===== config.mk =====
export PLATFORM = sky130hd
export DESIGN_NAME = lcd_command_decoder
export DESIGN_NICKNAME = d
export VERILOG_FILES = /design/src/hdl/lcd_command_decoder.v /design/src/hdl/lcd_bus_front.v
export VERILOG_INCLUDE_DIRS = /design/src /design/src/pkg
export SDC_FILE = /design/constraint.sdc
export NUM_CORES = 1
export LEC_CHECK = 0
export ABC_AREA = 1
export BUFFER_PORTS_ARGS = -buffer_cell sky130_fd_sc_hd__clkbuf_2
export CAP_MARGIN = 20
export CORE_MARGIN = 3
export CORE_UTILIZATION = 44
export DETAILED_ROUTE_END_ITERATION = 8
export PLACE_DENSITY_LB_ADDON = 0.2
export SETUP_SLACK_MARGIN = 0.1
export SYNTH_ARGS = -nofsm -noshare
export SYNTH_HDL_FRONTEND = slang
export SYNTH_SLANG_ARGS = --single-unit
export TNS_END_PERCENT = 20

===== constraint.sdc =====
create_clock -name i_clk -period 5.7 [get_ports i_clk]
set_input_delay 1.14 -clock i_clk [delete_from_list [all_inputs] [get_ports i_clk]]
set_output_delay 1.14 -clock i_clk [all_outputs]
set_load 0.05 [all_outputs]

===== src/pkg/lcd_cmd_map.vh =====
// Command codes, parameter counts and reset values of the command decoder
// Assumes inclusion by bare name from design files
`ifndef LCD_CMD_MAP_VH
`define LCD_CMD_MAP_VH

// =====================================================================
// Bank select codes
`define BANK_ZERO_SEL        8'h30
`define BANK_ONE_SEL         8'h31
// =====================================================================
// Bank zero codes
`define C0_RMW_BEGIN         8'hE0
`define C0_RMW_END           8'hEE
`define C0_AREA_SCROLL       8'hAA
`define C0_SCROLL_LINE       8'hAB
`define C0_OSC_RUN           8'hD1
`define C0_OSC_STOP          8'hD2
`define C0_POWER_CTRL        8'h20
`define C0_CONTRAST_LOAD     8'h81
`define C0_CONTRAST_UP       8'hD6
`define C0_CONTRAST_DOWN     8'hD7
`define C0_RESERVED          8'h82
`define C0_NV_STAT_ONE       8'h7C
`define C0_NV_STAT_TWO       8'h7D
`define C0_NOP               8'h25
`define C0_NV_INIT_CODE      8'h07
// =====================================================================
// Bank one codes
`define C1_GRAY_FRAME_ONE    8'h20
`define C1_GRAY_FRAME_TWO    8'h21
`define C1_GRAY_WEIGHT       8'h22
`define C1_ANALOG_SETUP      8'h32
`define C1_DITHER_OFF        8'h34
`define C1_DITHER_ON         8'h35
`define C1_NV_CTRL_ENTER     8'hCD
`define C1_NV_CTRL_CANCEL    8'hCC
`define C1_NV_MEM_WRITE      8'hFC
`define C1_NV_MEM_READ       8'hFD
// =====================================================================
// Parameter byte counts
`define N_AREA_SCROLL        5'h04
`define N_SCROLL_LINE        5'h01
`define N_POWER_CTRL         5'h01
`define N_CONTRAST_LOAD      5'h02
`define N_NV_INIT_CODE       5'h01
`define N_GRAY_TABLE         5'h10
`define N_GRAY_WEIGHT        5'h03
`define N_ANALOG_SETUP       5'h03
`define N_NV_CTRL_ENTER      5'h01
// =====================================================================
// Reset values and contrast limit
`define RST_CONTRAST         6'h00
`define RST_BYTE             8'h00
`define RST_STATUS           8'h00
`define CONTRAST_MAX         6'h3F

`endif


===== src/hdl/lcd_command_decoder.v =====
// Command decoder: sorts host commands and parameter bytes into settings
// Assumes host pins arrive asynchronously; one clock, async low reset
// Behaviour
// - Codes 30/31 select bank zero/one always
// - E0 opens read-modify-write session
// - EE closes read-modify-write session
// - AA takes four bytes; AB one
// - D1 runs, D2 stops oscillator
// - Bank-zero 20 power control, one byte
// - 81 loads contrast; D6/D7 step it
// - 7C/7D select status register reads
// - 25 changes only the upper-byte flag
// - Read with select low returns status
// - 07 initial code takes one byte
// - Bank-one 20/21 load sixteen-byte gray tables
// - Bank-one 22 gray weight, three bytes
// - Bank-one 32 analog setup, three bytes
// - 34 disables, 35 enables dithering
// - CD enters nv control; CC cancels
// - FC writes, FD reads nv memory
// - Strobe mode needs chip select and strobe
// - Enable mode needs chip select overlap
`include "lcd_cmd_map.vh"
`timescale 1ns/1ps
`default_nettype none

module lcd_command_decoder (
  input  wire        i_clk,
  input  wire        i_rst_n,
  input  wire        i_mode_enable,
  input  wire        i_cs_n,
  input  wire        i_wr_n,
  input  wire        i_rd_n,
  input  wire        i_register_select,
  input  wire [15:0] i_data,
  output reg  [7:0]  o_data,
  output reg         o_data_oe,
  output reg         o_bank_one,
  output reg         o_rmw_active,
  output reg         o_osc_run,
  output reg  [7:0]  o_power_ctrl,
  output reg  [5:0]  o_contrast_level,
  output reg  [7:0]  o_contrast_resist,
  output reg  [7:0]  o_scroll_first_line,
  output reg  [31:0] o_area_scroll,
  output reg  [7:0]  o_nv_initial_code,
  output reg  [23:0] o_gray_weight,
  output reg  [23:0] o_analog_setup,
  output reg         o_dither_on,
  output reg         o_nv_control,
  output reg  [7:0]  o_nv_control_arg,
  output reg         o_nv_write_start,
  output reg         o_nv_read_start,
  output reg  [1:0]  o_nv_status_sel,
  output reg         o_gray_write,
  output reg         o_gray_frame,
  output reg  [3:0]  o_gray_index,
  output reg  [7:0]  o_gray_value,
  output reg         o_upper_byte_err
);

  // =====================================================================
  // Parameter target encodings
  localparam [3:0] T_NONE   = 4'h0;
  localparam [3:0] T_ASCR   = 4'h1;
  localparam [3:0] T_SCRL   = 4'h2;
  localparam [3:0] T_PWR    = 4'h3;
  localparam [3:0] T_VOL    = 4'h4;
  localparam [3:0] T_INIT   = 4'h5;
  localparam [3:0] T_GRAY1  = 4'h6;
  localparam [3:0] T_GRAY2  = 4'h7;
  localparam [3:0] T_WGHT   = 4'h8;
  localparam [3:0] T_ANA    = 4'h9;
  localparam [3:0] T_NVCT   = 4'hA;

  wire        wr_pulse;
  wire        rd_active;
  wire        rs;
  wire [15:0] data;
  wire [7:0]  code;
  reg  [3:0]  target_reg;
  reg  [4:0]  remain_reg;
  reg  [4:0]  index_reg;
  reg  [7:0]  status_reg;

  assign code = data[7:0];

  lcd_bus_front u_front (
    .i_clk         (i_clk),
    .i_rst_n       (i_rst_n),
    .i_mode_enable (i_mode_enable),
    .i_cs_n        (i_cs_n),
    .i_wr_n        (i_wr_n),
    .i_rd_n        (i_rd_n),
    .i_rs          (i_register_select),
    .i_data        (i_data),
    .o_write_pulse (wr_pulse),
    .o_read_active (rd_active),
    .o_rs          (rs),
    .o_data        (data)
  );

  // =====================================================================
  // Code to parameter target, per bank
  function [3:0] target_of;
    input       bank;
    input [7:0] c;
    begin
      target_of = T_NONE;
      if (!bank) begin
        case (c)
          `C0_AREA_SCROLL:   target_of = T_ASCR;
          `C0_SCROLL_LINE:   target_of = T_SCRL;
          `C0_POWER_CTRL:    target_of = T_PWR;
          `C0_CONTRAST_LOAD: target_of = T_VOL;
          `C0_NV_INIT_CODE:  target_of = T_INIT;
          default:           target_of = T_NONE;
        endcase
      end else begin
        case (c)
          `C1_GRAY_FRAME_ONE: target_of = T_GRAY1;
          `C1_GRAY_FRAME_TWO: target_of = T_GRAY2;
          `C1_GRAY_WEIGHT:    target_of = T_WGHT;
          `C1_ANALOG_SETUP:   target_of = T_ANA;
          `C1_NV_CTRL_ENTER:  target_of = T_NVCT;
          default:            target_of = T_NONE;
        endcase
      end
    end
  endfunction

  function [4:0] count_of;
    input [3:0] t;
    begin
      case (t)
        T_ASCR:  count_of = `N_AREA_SCROLL;
        T_SCRL:  count_of = `N_SCROLL_LINE;
        T_PWR:   count_of = `N_POWER_CTRL;
        T_VOL:   count_of = `N_CONTRAST_LOAD;
        T_INIT:  count_of = `N_NV_INIT_CODE;
        T_GRAY1: count_of = `N_GRAY_TABLE;
        T_GRAY2: count_of = `N_GRAY_TABLE;
        T_WGHT:  count_of = `N_GRAY_WEIGHT;
        T_ANA:   count_of = `N_ANALOG_SETUP;
        T_NVCT:  count_of = `N_NV_CTRL_ENTER;
        default: count_of = 5'h00;
      endcase
    end
  endfunction

  // =====================================================================
  // Command and parameter handling
  always @(posedge i_clk or negedge i_rst_n) begin
    if (!i_rst_n) begin
      o_bank_one          <= 1'b0;
      o_rmw_active        <= 1'b0;
      o_osc_run           <= 1'b0;
      o_power_ctrl        <= `RST_BYTE;
      o_contrast_level    <= `RST_CONTRAST;
      o_contrast_resist   <= `RST_BYTE;
      o_scroll_first_line <= `RST_BYTE;
      o_area_scroll       <= 32'h0000_0000;
      o_nv_initial_code   <= `RST_BYTE;
      o_gray_weight       <= 24'h00_0000;
      o_analog_setup      <= 24'h00_0000;
      o_dither_on         <= 1'b0;
      o_nv_control        <= 1'b0;
      o_nv_control_arg    <= `RST_BYTE;
      o_nv_write_start    <= 1'b0;
      o_nv_read_start     <= 1'b0;
      o_nv_status_sel     <= 2'h0;
      o_gray_write        <= 1'b0;
      o_gray_frame        <= 1'b0;
      o_gray_index        <= 4'h0;
      o_gray_value        <= `RST_BYTE;
      o_upper_byte_err    <= 1'b0;
      target_reg          <= T_NONE;
      remain_reg          <= 5'h00;
      index_reg           <= 5'h00;
    end else begin
      // Start strobes last one cycle only
      o_nv_write_start <= 1'b0;
      o_nv_read_start  <= 1'b0;
      o_gray_write     <= 1'b0;
      if (wr_pulse && !rs) begin
        // A new command abandons any unfinished parameter run
        o_upper_byte_err <= (data[15:8] != 8'h00);
        target_reg <= target_of(o_bank_one, code);
        remain_reg <= count_of(target_of(o_bank_one, code));
        index_reg  <= 5'h00;
        if (code == `BANK_ZERO_SEL)
          o_bank_one <= 1'b0;
        else if (code == `BANK_ONE_SEL)
          o_bank_one <= 1'b1;
        else if (!o_bank_one) begin
          case (code)
            `C0_RMW_BEGIN:     o_rmw_active <= 1'b1;
            `C0_RMW_END:       o_rmw_active <= 1'b0;
            `C0_OSC_RUN:       o_osc_run <= 1'b1;
            `C0_OSC_STOP:      o_osc_run <= 1'b0;
            `C0_CONTRAST_UP: begin
              if (o_contrast_level != `CONTRAST_MAX)
                o_contrast_level <= o_contrast_level + 6'h01;
            end
            `C0_CONTRAST_DOWN: begin
              if (o_contrast_level != 6'h00)
                o_contrast_level <= o_contrast_level - 6'h01;
            end
            `C0_NV_STAT_ONE:   o_nv_status_sel <= 2'h1;
            `C0_NV_STAT_TWO:   o_nv_status_sel <= 2'h2;
            // No-op and reserved code leave every setting but the upper-byte flag alone
            `C0_NOP:           o_nv_status_sel <= o_nv_status_sel;
            default:           o_nv_status_sel <= o_nv_status_sel;
          endcase
        end else begin
          case (code)
            `C1_DITHER_OFF:     o_dither_on <= 1'b0;
            `C1_DITHER_ON:      o_dither_on <= 1'b1;
            `C1_NV_CTRL_CANCEL: o_nv_control <= 1'b0;
            `C1_NV_MEM_WRITE:   o_nv_write_start <= 1'b1;
            `C1_NV_MEM_READ:    o_nv_read_start <= 1'b1;
            default:            o_nv_control <= o_nv_control;
          endcase
        end
      end else if (wr_pulse && rs && remain_reg != 5'h00) begin
        // Surplus parameter bytes fall through unused
        remain_reg <= remain_reg - 5'h01;
        index_reg  <= index_reg + 5'h01;
        case (target_reg)
          T_ASCR: o_area_scroll <= {o_area_scroll[23:0], code};
          T_SCRL: o_scroll_first_line <= code;
          T_PWR:  o_power_ctrl <= code;
          T_VOL: begin
            if (index_reg == 5'h00)
              o_contrast_level <= code[5:0];
            else
              o_contrast_resist <= code;
          end
          T_INIT: o_nv_initial_code <= code;
          T_GRAY1, T_GRAY2: begin
            o_gray_write <= 1'b1;
            o_gray_frame <= (target_reg == T_GRAY2);
            o_gray_index <= index_reg[3:0];
            o_gray_value <= code;
          end
          T_WGHT: o_gray_weight <= {o_gray_weight[15:0], code};
          T_ANA:  o_analog_setup <= {o_analog_setup[15:0], code};
          T_NVCT: begin
            o_nv_control     <= 1'b1;
            o_nv_control_arg <= code;
          end
          default: o_power_ctrl <= o_power_ctrl;
        endcase
      end
    end
  end

  // =====================================================================
  // Status read drive
  always @(posedge i_clk or negedge i_rst_n) begin
    if (!i_rst_n) begin
      status_reg <= `RST_STATUS;
      o_data     <= `RST_STATUS;
      o_data_oe  <= 1'b0;
    end else begin
      status_reg <= {o_bank_one, o_rmw_active, o_osc_run, o_dither_on,
                     o_nv_control, (remain_reg != 5'h00), o_nv_status_sel};
      o_data     <= status_reg;
      o_data_oe  <= rd_active && !rs;
    end
  end

endmodule

`default_nettype wire


===== src/hdl/lcd_bus_front.v =====
// Host bus front end: synchronises strobes and yields access pulses
// Assumes asynchronous host pins and one 200 MHz system clock
`timescale 1ns/1ps
`default_nettype none

module lcd_bus_front (
  input  wire        i_clk,
  input  wire        i_rst_n,
  input  wire        i_mode_enable,
  input  wire        i_cs_n,
  input  wire        i_wr_n,
  input  wire        i_rd_n,
  input  wire        i_rs,
  input  wire [15:0] i_data,
  output reg         o_write_pulse,
  output reg         o_read_active,
  output reg         o_rs,
  output reg  [15:0] o_data
);

  // =====================================================================
  // Two-stage synchronisers
  reg  [3:0]  meta_reg;
  reg  [3:0]  sync_reg;
  reg  [16:0] dmeta_reg;
  reg  [16:0] dsync_reg;
  reg         wr_act_reg;
  wire        wr_act;
  wire        rd_act;

  always @(posedge i_clk or negedge i_rst_n) begin
    if (!i_rst_n) begin
      meta_reg  <= 4'hF;
      sync_reg  <= 4'hF;
      dmeta_reg <= 17'h0_0000;
      dsync_reg <= 17'h0_0000;
    end else begin
      meta_reg  <= {i_mode_enable, i_cs_n, i_wr_n, i_rd_n};
      sync_reg  <= meta_reg;
      dmeta_reg <= {i_rs, i_data};
      dsync_reg <= dmeta_reg;
    end
  end

  // =====================================================================
  // Qualification by chip select
  // Enable mode: rd_n is read/write level, wr_n is enable (high = active)
  assign wr_act = sync_reg[3] ? (!sync_reg[2] && sync_reg[1] && !sync_reg[0])
                              : (!sync_reg[2] && !sync_reg[1]);
  assign rd_act = sync_reg[3] ? (!sync_reg[2] && sync_reg[1] && sync_reg[0])
                              : (!sync_reg[2] && !sync_reg[0]);

  // Data latched on the end of the strobe, as a parallel host expects
  always @(posedge i_clk or negedge i_rst_n) begin
    if (!i_rst_n) begin
      wr_act_reg    <= 1'b0;
      o_write_pulse <= 1'b0;
      o_read_active <= 1'b0;
      o_rs          <= 1'b0;
      o_data        <= 16'h0000;
    end else begin
      wr_act_reg    <= wr_act;
      o_write_pulse <= wr_act_reg && !wr_act;
      o_read_active <= rd_act;
      // Select follows reads too, so a status read never sees a stale one
      if (wr_act || rd_act)
        o_rs <= dsync_reg[16];
      if (wr_act)
        o_data <= dsync_reg[15:0];
    end
  end

endmodule

`default_nettype wire


# Word-level counts from Yosys, hierarchy flattened
# Memory sizes are Yosys's and may differ from the RTL's.
# Index checks and enable logic that the tools add are counted.
# totals
elab_cells	182
romBits	64
inputBits	23
memories	1
reg_bits	243
output_inout_bits	159
# classes
n_mux	46
add_sub_neg	4
n_bitwise	5
n_reduce_logical	46
eq_ne	43
# mem_list
name	depth	word_bits	rd	rd_ports_with_merged_regs	write_ports	line	text
(no name shown)	16	4	1	0	0	lcd_command_decoder.v:135	case (t)
# op_table
operator	count
== test 8 bit, second input constant	13
== test 8 x 6 -> 1 bit, second input constant	8
two-way mux 6 bit	9
two-way mux 1 bit	24
AND reduction 3 bit	8
two-way mux 5 bit	4
one-hot mux 4 bit (5 select lines)	1
AND reduction 5 bit	4
nonzero test 2 bit	9
== test 4 x 3 -> 1 bit, second input constant	4
== test 8 x 7 -> 1 bit, second input constant	2
one-hot mux 3 bit (5 select lines)	1
== test 4 bit, second input constant	3
one-hot mux 6 bit (2 select lines)	1
logical AND 1 bit	10
AND reduction 9 bit	1
== test 4 x 2 -> 1 bit, second input constant	2
== test 8 x 3 -> 1 bit, second input constant	1
two-way mux 4 bit	2
inequality test 2 bit, second input constant	4
nonzero test 8 bit	1
adder 6 x 1 -> 6 bit, second input constant	1
inequality test 3 bit, second input constant	2
inequality test 6 bit, second input constant	1
other kinds (18)	28

# Depth between registers and ports, before layout
# Gate-level depths: netlist (run 1).
# depth
ltp_word	7
ltp_mapped	17
ltp_nobuf	17

# Modules after synthesis
# A second synthesis (run 1) with hierarchy kept.
# hier_totals
hier_cells	874
hier_area_um2	9346.5
# by_module_without_submodules
mod	area_per_inst_um2	n_inst	seq_area_each_um2	cells_per_inst
lcd_command_decoder	7434.6	1	4529.3	741
lcd_bus_front	1911.8	1	1561.5	133

# Worst setup path before layout (run 1)
# OpenSTA, ideal clock, no wires.
# synth_timing
kind	register -> register
from	reg u_front.o_data[3]
to	reg o_contrast_level[2]
path_slack_ps	3787
setup_time_ps	130
path_stages_with_launch	15
n_path_buf	0
arrival_ps	1783
cell_sequence	dfrtp_1 inv_1 nand2_1 nor2_1 nand2_2 inv_2 nand2_1 nand2_1 inv_1 ha_1 inv_1 nand2_1 or2_0 a21oi_1 o21ai_0
# synth_via
elab_chain_len	6
word_cells_on_any_way	15
# synth_lines
item	line	text
start, declared	lcd_bus_front.v:18	output reg [15:0] o_data
start signal, assigned	lcd_bus_front.v:69	o_data <= dsync_reg[15:0];
== test 8 bit	lcd_command_decoder.v:196	case (code)
one-hot mux 6 bit (2 select lines)	lcd_command_decoder.v:196	
two-way mux 6 bit	lcd_command_decoder.v:195	else if (!o_bank_one) begin
two-way mux 6 bit	lcd_command_decoder.v:193	else if (code == `BANK_ONE_SEL)
two-way mux 6 bit	lcd_command_decoder.v:191	if (code == `BANK_ZERO_SEL)
two-way mux 6 bit	lcd_command_decoder.v:185	if (wr_pulse && !rs) begin
end signal, assigned	lcd_command_decoder.v:203	o_contrast_level <= o_contrast_level + 6'h01;
end signal, assigned	lcd_command_decoder.v:207	o_contrast_level <= o_contrast_level - 6'h01;
end signal, assigned	lcd_command_decoder.v:235	o_contrast_level <= code[5:0];
end, declared	lcd_command_decoder.v:42	output reg [5:0] o_contrast_level,
# Several ways; a longest one is shown, not always the timed one. The select of a mux whose other input is x is not followed.
# A chain may end at the register's enable or synchronous reset.

# Final worst setup path (run 1)
# Same ends and word-level chain as after synthesis.

==> summary.txt, run 1 <==
Cells and area
  – Commonest non-fill, non-tap cell in the layout: dfrtp_1
  – Largest registers: o_area_scroll x32, o_analog_setup x24, o_gray_weight x24
  – Largest Register: o_area_scroll
  – Max reg flops: 32
  – # diodes: 0
  – Commonest cells after routing, fill and taps aside: 235 x dfrtp_1, 224 x nand2_1, 180 x clkbuf_2, 101 x o21ai_0, 67 x inv_1
  – Layout cells sized above 1: 0.248
  – P&R area growth vs syn: 21.2%
  – Nets@finish: 1097

Floorplan
  – Die Wd: 151 um
  – Top Ports: 182
  – Starting density of the core: 0.453
  – CORE AREA: 0.0205 mm^2
  – Die area: 0.0229 mm^2
  – Row count: 52
  – Die height: 151 um

STA
  – Rel. slew slack: 0.282
  – Fin. Hold Viols: 0
  – Final min period: 2560 ps
  – Pins Over Slew Limit: 0
  – Final WS setup: 3140 ps
  – Worst Max-Slew Pin Slew: 1080 ps
  – # setup viols final: 0
  – Max frequency: 0.391 GHz
  – Final Skew: 6.09 ps
  – RSZ-0062 raised after global routing: no
  – Setup TNS: 0 ps
  – Fin crit share: 0.449

Yosys
  – Share of the synthesized area in the top cell type: 0.634
  – Synthesized area: 0.00928 mm^2
  – Seq cells post-synth: 243
  – EDFF count, synth: 0
  – Synth warn: 0
  – Ys async rst share: 1.00
  – Syn_nets: 922
  – Avg Inst Size Synth: 10.4 um^2
  – Post-synth top area cell: dfrtp_1
  – Primary FF master, synth: dfrtp_1
  – Sequential share of the synthesized area: 0.656
  – Cell variety after synth: 43
  – Synth Instances: 894
  – Synth area leaders: dfrtp_1 63%, nand2_1 9.1%, o21ai_0 5.4%, inv_1 2.7%, nor2_1 2.5%

GRT
  – Gr usage total: 0.184
  – Total gr overflow: 0
  – Initial antenna violation count: 0
  – Largest net degree at the start of global routing: 137
  – First-pass GRT wire length: 33.5 mm
  – Vias in the first global route: 6239

Worst setup path
  – R2R Path End: o_contrast_level[2]$_DFFE_PN0P_
  – Reg2Reg Depth: 14
  – Worst setup SP type: register
  – Worst-path fanout max: 12
  – WP data required: 6090 ps
  – FF-to-FF Start: u_front.o_data[3]$_DFFE_PN0P_
  – Worst reg2reg setup slack: 3140 ps
  – Crit end category: register
  – Critical path class: register to register
  – CP Data Arrival Time: 2950 ps

Hold path
  – Hold Path Origin: status_reg[7]$_DFF_PN0_
  – HP Class: register to register
  – Hold Path Depth: 0
  – Worst Hold End: o_data[7]$_DFF_PN0_

Clocking
  – Worst-skew pair later-pin latency: 510 ps
  – TritonCTS clock tree: done
  – H-tree Lvls: 1
  – Clk slew on worst S/H paths: 60 ps
  – Post-CTS setup buffer count: 0
  – PostCTS Resize Cnt: 0
  – Hold-fix buffers at CTS: 0
  – CTS root buf: clkbuf_16
  – CTS Buffer Depth: 3
  – Clock sink count: 243
  – CTS Buf Count: 25

Run
  – Max cap viols: 0

Drt
  – Via Count: 6620
  – Remaining DRCs: 0
  – Post-Route WL: 21.3 mm
  – Final antenna-violating net count: 0
  – Via-to-Cell Ratio: 4.87
  – DRT Pass-1 Iters: 5
  – WL/cell: 15.7 um
  – Drt first-iter violations: 436

Status
  – Status: finished clean

Power
  – Worst vdd ir: 328 uV
  – Pwr Density: 414 mW/mm^2
  – Leak pwr: 5.84 nW

Place
  – Place WS: 3070 ps
  – GP Congestion: 0.878
  – Number of I/O port buffers: 181
  – DP Wirelength: 14.1 mm
## worst max-delay path: stages, from the launching register on
cell,delay (ps)
dfrtp_1,410
inv_1,380
nand2_1,170
nor2_1,280
nand2_2,180
inv_2,120
nand2_1,70
nand2_1,60
inv_1,40
ha_1,160
inv_1,50
nand2_1,70
or2_0,220
a21oi_1,140
o21ai_0,80
## worst max-delay path by stage
stage	cells after the start	end	slack, ps	start
2_1_floorplan	14	o_contrast_level[2]$_DFFE_PN0P_	3790	u_front.o_data[3]$_DFFE_PN0P_
3_3_place_gp	2	target_reg[3]$_DFFE_PN0P_	3210	i_rst_n
3_5_place_dp	7	o_gray_weight[21]$_DFFE_PN0P_	3070	remain_reg[0]$_DFFE_PN0N_
4_1_cts	7	o_gray_weight[21]$_DFFE_PN0P_	3010	remain_reg[0]$_DFFE_PN0N_
5_1_grt	14	o_contrast_level[2]$_DFFE_PN0P_	2940	u_front.o_data[3]$_DFFE_PN0P_
6_report	14	o_contrast_level[2]$_DFFE_PN0P_	3140	u_front.o_data[3]$_DFFE_PN0P_
## cell type report
cell class                      instances  area (um^2)
Fill cell                            1876         9250
Sequential cell                       243         6090
Multi-Input combinational cell        542         2720
Timing Repair Buffer                  184          963
Clock buffer                           36          727
Tap cell                              270          338
Inverter                               73          277
Clock inverter                         10          138
## synth_stat cells (4+ instances only)
cell type	instances
dfstp_2	8
o21ai_1	24
nand2_1	224
dfrtp_1	235
nor4_1	4
mux2_2	11
nand3_2	4
o21ai_0	101
clkbuf_1	13
mux2_1	12
buf_2	16
ha_1	5
nand2_2	4
nand4_1	4
buf_6	6
inv_2	4
nor3_1	6
nor2_1	63
inv_1	67
nand3_1	23
a21oi_1	29
## where the power goes
part / leakage (nW) / total [mW] / internal, mW / switching, mW
Clock: 0.420 / 1.69 / 1.02 / 0.661
Sequential: 3.21 / 2.02 / 1.89 / 0.130
Combinational: 2.22 / 0.953 / 0.211 / 0.741
## metal layers
| metal | routed length, um | up-vias | GRT usage |
|---|---|---|---|
| met1 | 9630 | 3162 | 0.264 |
| met4 | 354 | 0 | 0.0413 |
| li1 | - | 3239 | - |
| met3 | 1530 | 28 | 0.0476 |
| met2 | 9780 | 191 | 0.285 |
| met5 | 0 | - | 0 |
## through the flow
step	power, mW	hold slack [ps]	utilization	cell area, um^2	instances
2_1_floorplan	2.72	331	-	9280	894
3_3_place_gp	3.00	331	0.506	10400	1311
3_5_place_dp	3.01	335	0.506	10400	1311
4_1_cts	4.72	344	0.548	11200	1357
5_1_grt	4.89	351	0.549	11200	1358
6_report	4.66	344	0.549	11200	1358
## cells by family after synthesis
logic type,Yosys count,share of synthesized area
AND/OR/NAND/NOR,346,0.158
flip-flops,243,0.656
adder cells (fa/ha/maj),5,0.00674
AO/OA/AOI/OAI,163,0.0937
multiplexers,25,0.0311
buffers and inverters,109,0.0518
XOR/XNOR,3,0.00283
Note: power is estimated with default switching activity, not from simulation.
==> run 2, diff against run 1 <==
==> constraint.sdc (replaced) <==
create_clock -name i_clk -period 2.5 [get_ports i_clk]
set_input_delay 0.5 -clock i_clk [delete_from_list [all_inputs] [get_ports i_clk]]
set_output_delay 0.5 -clock i_clk [all_outputs]
set_load 0.05 [all_outputs]
==> run 2 against run 1 <==
  * Setup slack got worse by 2700 ps
  * Clock skew barely moved
  * Core utilization rose by 1.2 points
  * Sequential power rose by 130%
  * Cell count rose by 1.7%
  * Via count rose by 1.3%
  * Hold slack got worse by 280 ps
  * Total power rose by 130%
  * Cell area rose by 2.2%
  * Critical path type unchanged
  * Largest cell class unchanged
==> summary.txt, run 2 (synthesized netlist as in run 1, its figures left out) <==
Status
  – Status: finished clean

Worst setup path
  – Worst setup SP type: register
  – Buf/Inv on CP: 3 (-1)
  – CP max stage delay: 420 ps (about the same)
  – Delay-heaviest family, CP: simple AND/OR/NAND/NOR gates
  – Worst-path fanout max: 7 (-5)
  – Critical path class: register to register
  – Crit end category: register
  – WP data required: 2890 ps (-3200 ps)
  – Most used cell, CP: nand2_1
  – CP Data Arrival Time: 2430 ps (-520 ps)
  – Critical-path top delay cell: dfrtp_1
  – Worst path cell trace: nand2_1 -> nor2_4 -> nand2_2 -> inv_2 -> nand2_1 -> nand2_1 -> inv_1 -> ha_1 -> inv_1 -> nand2_1 -> or2_0 -> a21oi_1 -> o21ai_0

STA
  – Pins Over Slew Limit: 0 (unchanged)
  – Fin. Hold Viols: 0 (unchanged)
  – RSZ-0062 raised after global routing: no
  – Final min period: 2040 ps (-519 ps)
  – Hold slack: 62.5 ps (-281 ps)
  – Fin crit share: 0.815 (+0.367)
  – # setup viols final: 0 (unchanged)
  – Final WS setup: 461 ps (-2680 ps)
  – Max frequency: 0.491 GHz (+25%)
  – Rel. slew slack: 0.651 (+0.370)
  – Setup TNS: 0 ps (unchanged)
  – Final Skew: 5.78 ps (-0.312 ps)
  – Worst Max-Slew Pin Slew: 522 ps (-556 ps)

Clocking
  – CTS Buffer Depth: 3 (unchanged)
  – Post-CTS setup buffer count: 0 (unchanged)
  – TritonCTS clock tree: done
  – H-tree Lvls: 1 (unchanged)
  – CTS root buf: clkbuf_16
  – PostCTS Resize Cnt: 0 (unchanged)
  – Clk slew on worst S/H paths: 60 ps (about the same)
  – Clock sink count: 243 (unchanged)
  – Hold-fix buffers at CTS: 1 (+1)
  – Worst-skew pair later-pin latency: 520 ps (about the same)
  – CTS Buf Count: 26 (+4.0%)

Floorplan
  – Top Ports: 182 (unchanged)
  – Die height: 151 um (unchanged)
  – Starting density of the core: 0.453 (unchanged)
  – Row count: 52 (unchanged)
  – CORE AREA: 0.0205 mm^2 (unchanged)
  – Die Wd: 151 um (unchanged)
  – Die area: 0.0229 mm^2 (unchanged)

Drt
  – Final antenna-violating net count: 0 (unchanged)
  – Drt first-iter violations: 363 (-17%)
  – WL/cell: 15.6 um (-0.80%)
  – Remaining DRCs: 0 (unchanged)
  – Via-to-Cell Ratio: 4.86 (-0.37%)
  – DRT Pass-1 Iters: 5 (unchanged)
  – Via Count: 6707 (+1.3%)
  – Post-Route WL: 21.5 mm (+0.88%)

Cells and area
  – Nets@finish: 1118 (+1.9%)
  – Final core occ: 0.561 (+0.0121)
  – P&R area growth vs syn: 23.9%
  – Largest Register: o_area_scroll
  – Commonest cells after routing, fill and taps aside: 235 x dfrtp_1, 224 x nand2_1, 180 x clkbuf_2, 101 x o21ai_0, 67 x inv_1
  – Layout cells sized above 1: 0.264 (+0.0158)
  – Max reg flops: 32 (unchanged)
  – Commonest non-fill, non-tap cell in the layout: dfrtp_1
  – Largest registers: o_area_scroll x32, o_analog_setup x24, o_gray_weight x24

GRT
  – Initial antenna violation count: 0 (unchanged)
  – First-pass GRT wire length: 34.8 mm (+3.9%)
  – Vias in the first global route: 6574 (+5.4%)
  – Gr usage total: 0.191 (+0.00649)
  – Largest net degree at the start of global routing: 57 (-58%)
  – Total gr overflow: 0 (unchanged)

Place
  – Number of I/O port buffers: 181 (unchanged)
  – Place WS: 499 ps (-2570 ps)
  – GP Congestion: 0.882 (+0.42%)
  – DP Wirelength: 14.8 mm (+4.8%)

Power
  – Pwr Density: 950 mW/mm^2 (+130%)
  – Worst vdd ir: 596 uV (+82%)
  – Total power: 10.9 mW (+130%)
  – Leak pwr: 5.99 nW (+2.4%)

Run
  – Max cap viols: 0 (unchanged)

Hold path
  – HP Class: primary input to register
## run 2: cell types whose count changed in the layout (fill, tap and decap cells not counted)
cell,previous run,this run
clkinv_2,3,5
diode_2,0,1
clkbuf_8,6,5
buf_4,1,18
clkbuf_1,5,3
clkbuf_16,25,27
buf_12,2,4
dlygate4sd3_1,0,1
bufinv_16,3,4
## run 2: area by class of cell
cell class	count	area (um^2)
antenna	1	2.50
clock buffer	35	756
clock inverter	13	178
fill	1795	9000
inverter	73	277
multi-input combinational	542	2720
sequential	243	6090
tap	270	338
timing repair buffer	204	1140
## run 2: where the power goes
| part | leakage, nW | internal [mW] | switching [mW] | total (mW) |
|---|---|---|---|---|
| logic | 2.32 | 0.525 | 1.70 | 2.23 |
| registers | 3.21 | 4.32 | 0.301 | 4.62 |
| clock network | 0.457 | 2.54 | 1.55 | 4.08 |
| total | 5.99 | 7.38 | 3.55 | 10.9 |
## run 2: worst paths after layout
path	start	endpoint	slack, ps	cells past startpoint
setup / recovery	u_front.o_data[7]$_DFFE_PN0P_	o_contrast_level[2]$_DFFE_PN0P_	460	13
hold / removal	i_mode_enable	u_front.meta_reg[3]$_DFF_PN1_	60	1
setup reg to reg	u_front.o_data[7]$_DFFE_PN0P_	o_contrast_level[2]$_DFFE_PN0P_	460	13
hold reg to reg	u_front.dmeta_reg[9]$_DFF_PN0_	u_front.dsync_reg[9]$_DFF_PN0_	340	0
max in group asynchronous	i_rst_n	u_front.meta_reg[0]$_DFF_PN1_	1300	3
min in group asynchronous	i_rst_n	o_contrast_level[2]$_DFFE_PN0P_	490	2
## run 2: metrics by stage
step	instance area, um^2	instances
5_1_grt	11500	1380
3_5_place_dp	10600	1331
4_1_cts	11500	1380
6_report	11500	1381
2_1_floorplan	9280	894
3_3_place_gp	10600	1331
## run 2: per-layer routing
| metal | share of wire | track usage | vias to the layer above |
|---|---|---|---|
| met5 | 0 | 0 | - |
| li1 | - | - | 3286 |
| met4 | 0.023 | 0.0544 | 0 |
| met1 | 0.45 | 0.272 | 3204 |
| met3 | 0.066 | 0.0443 | 35 |
| met2 | 0.47 | 0.295 | 182 |
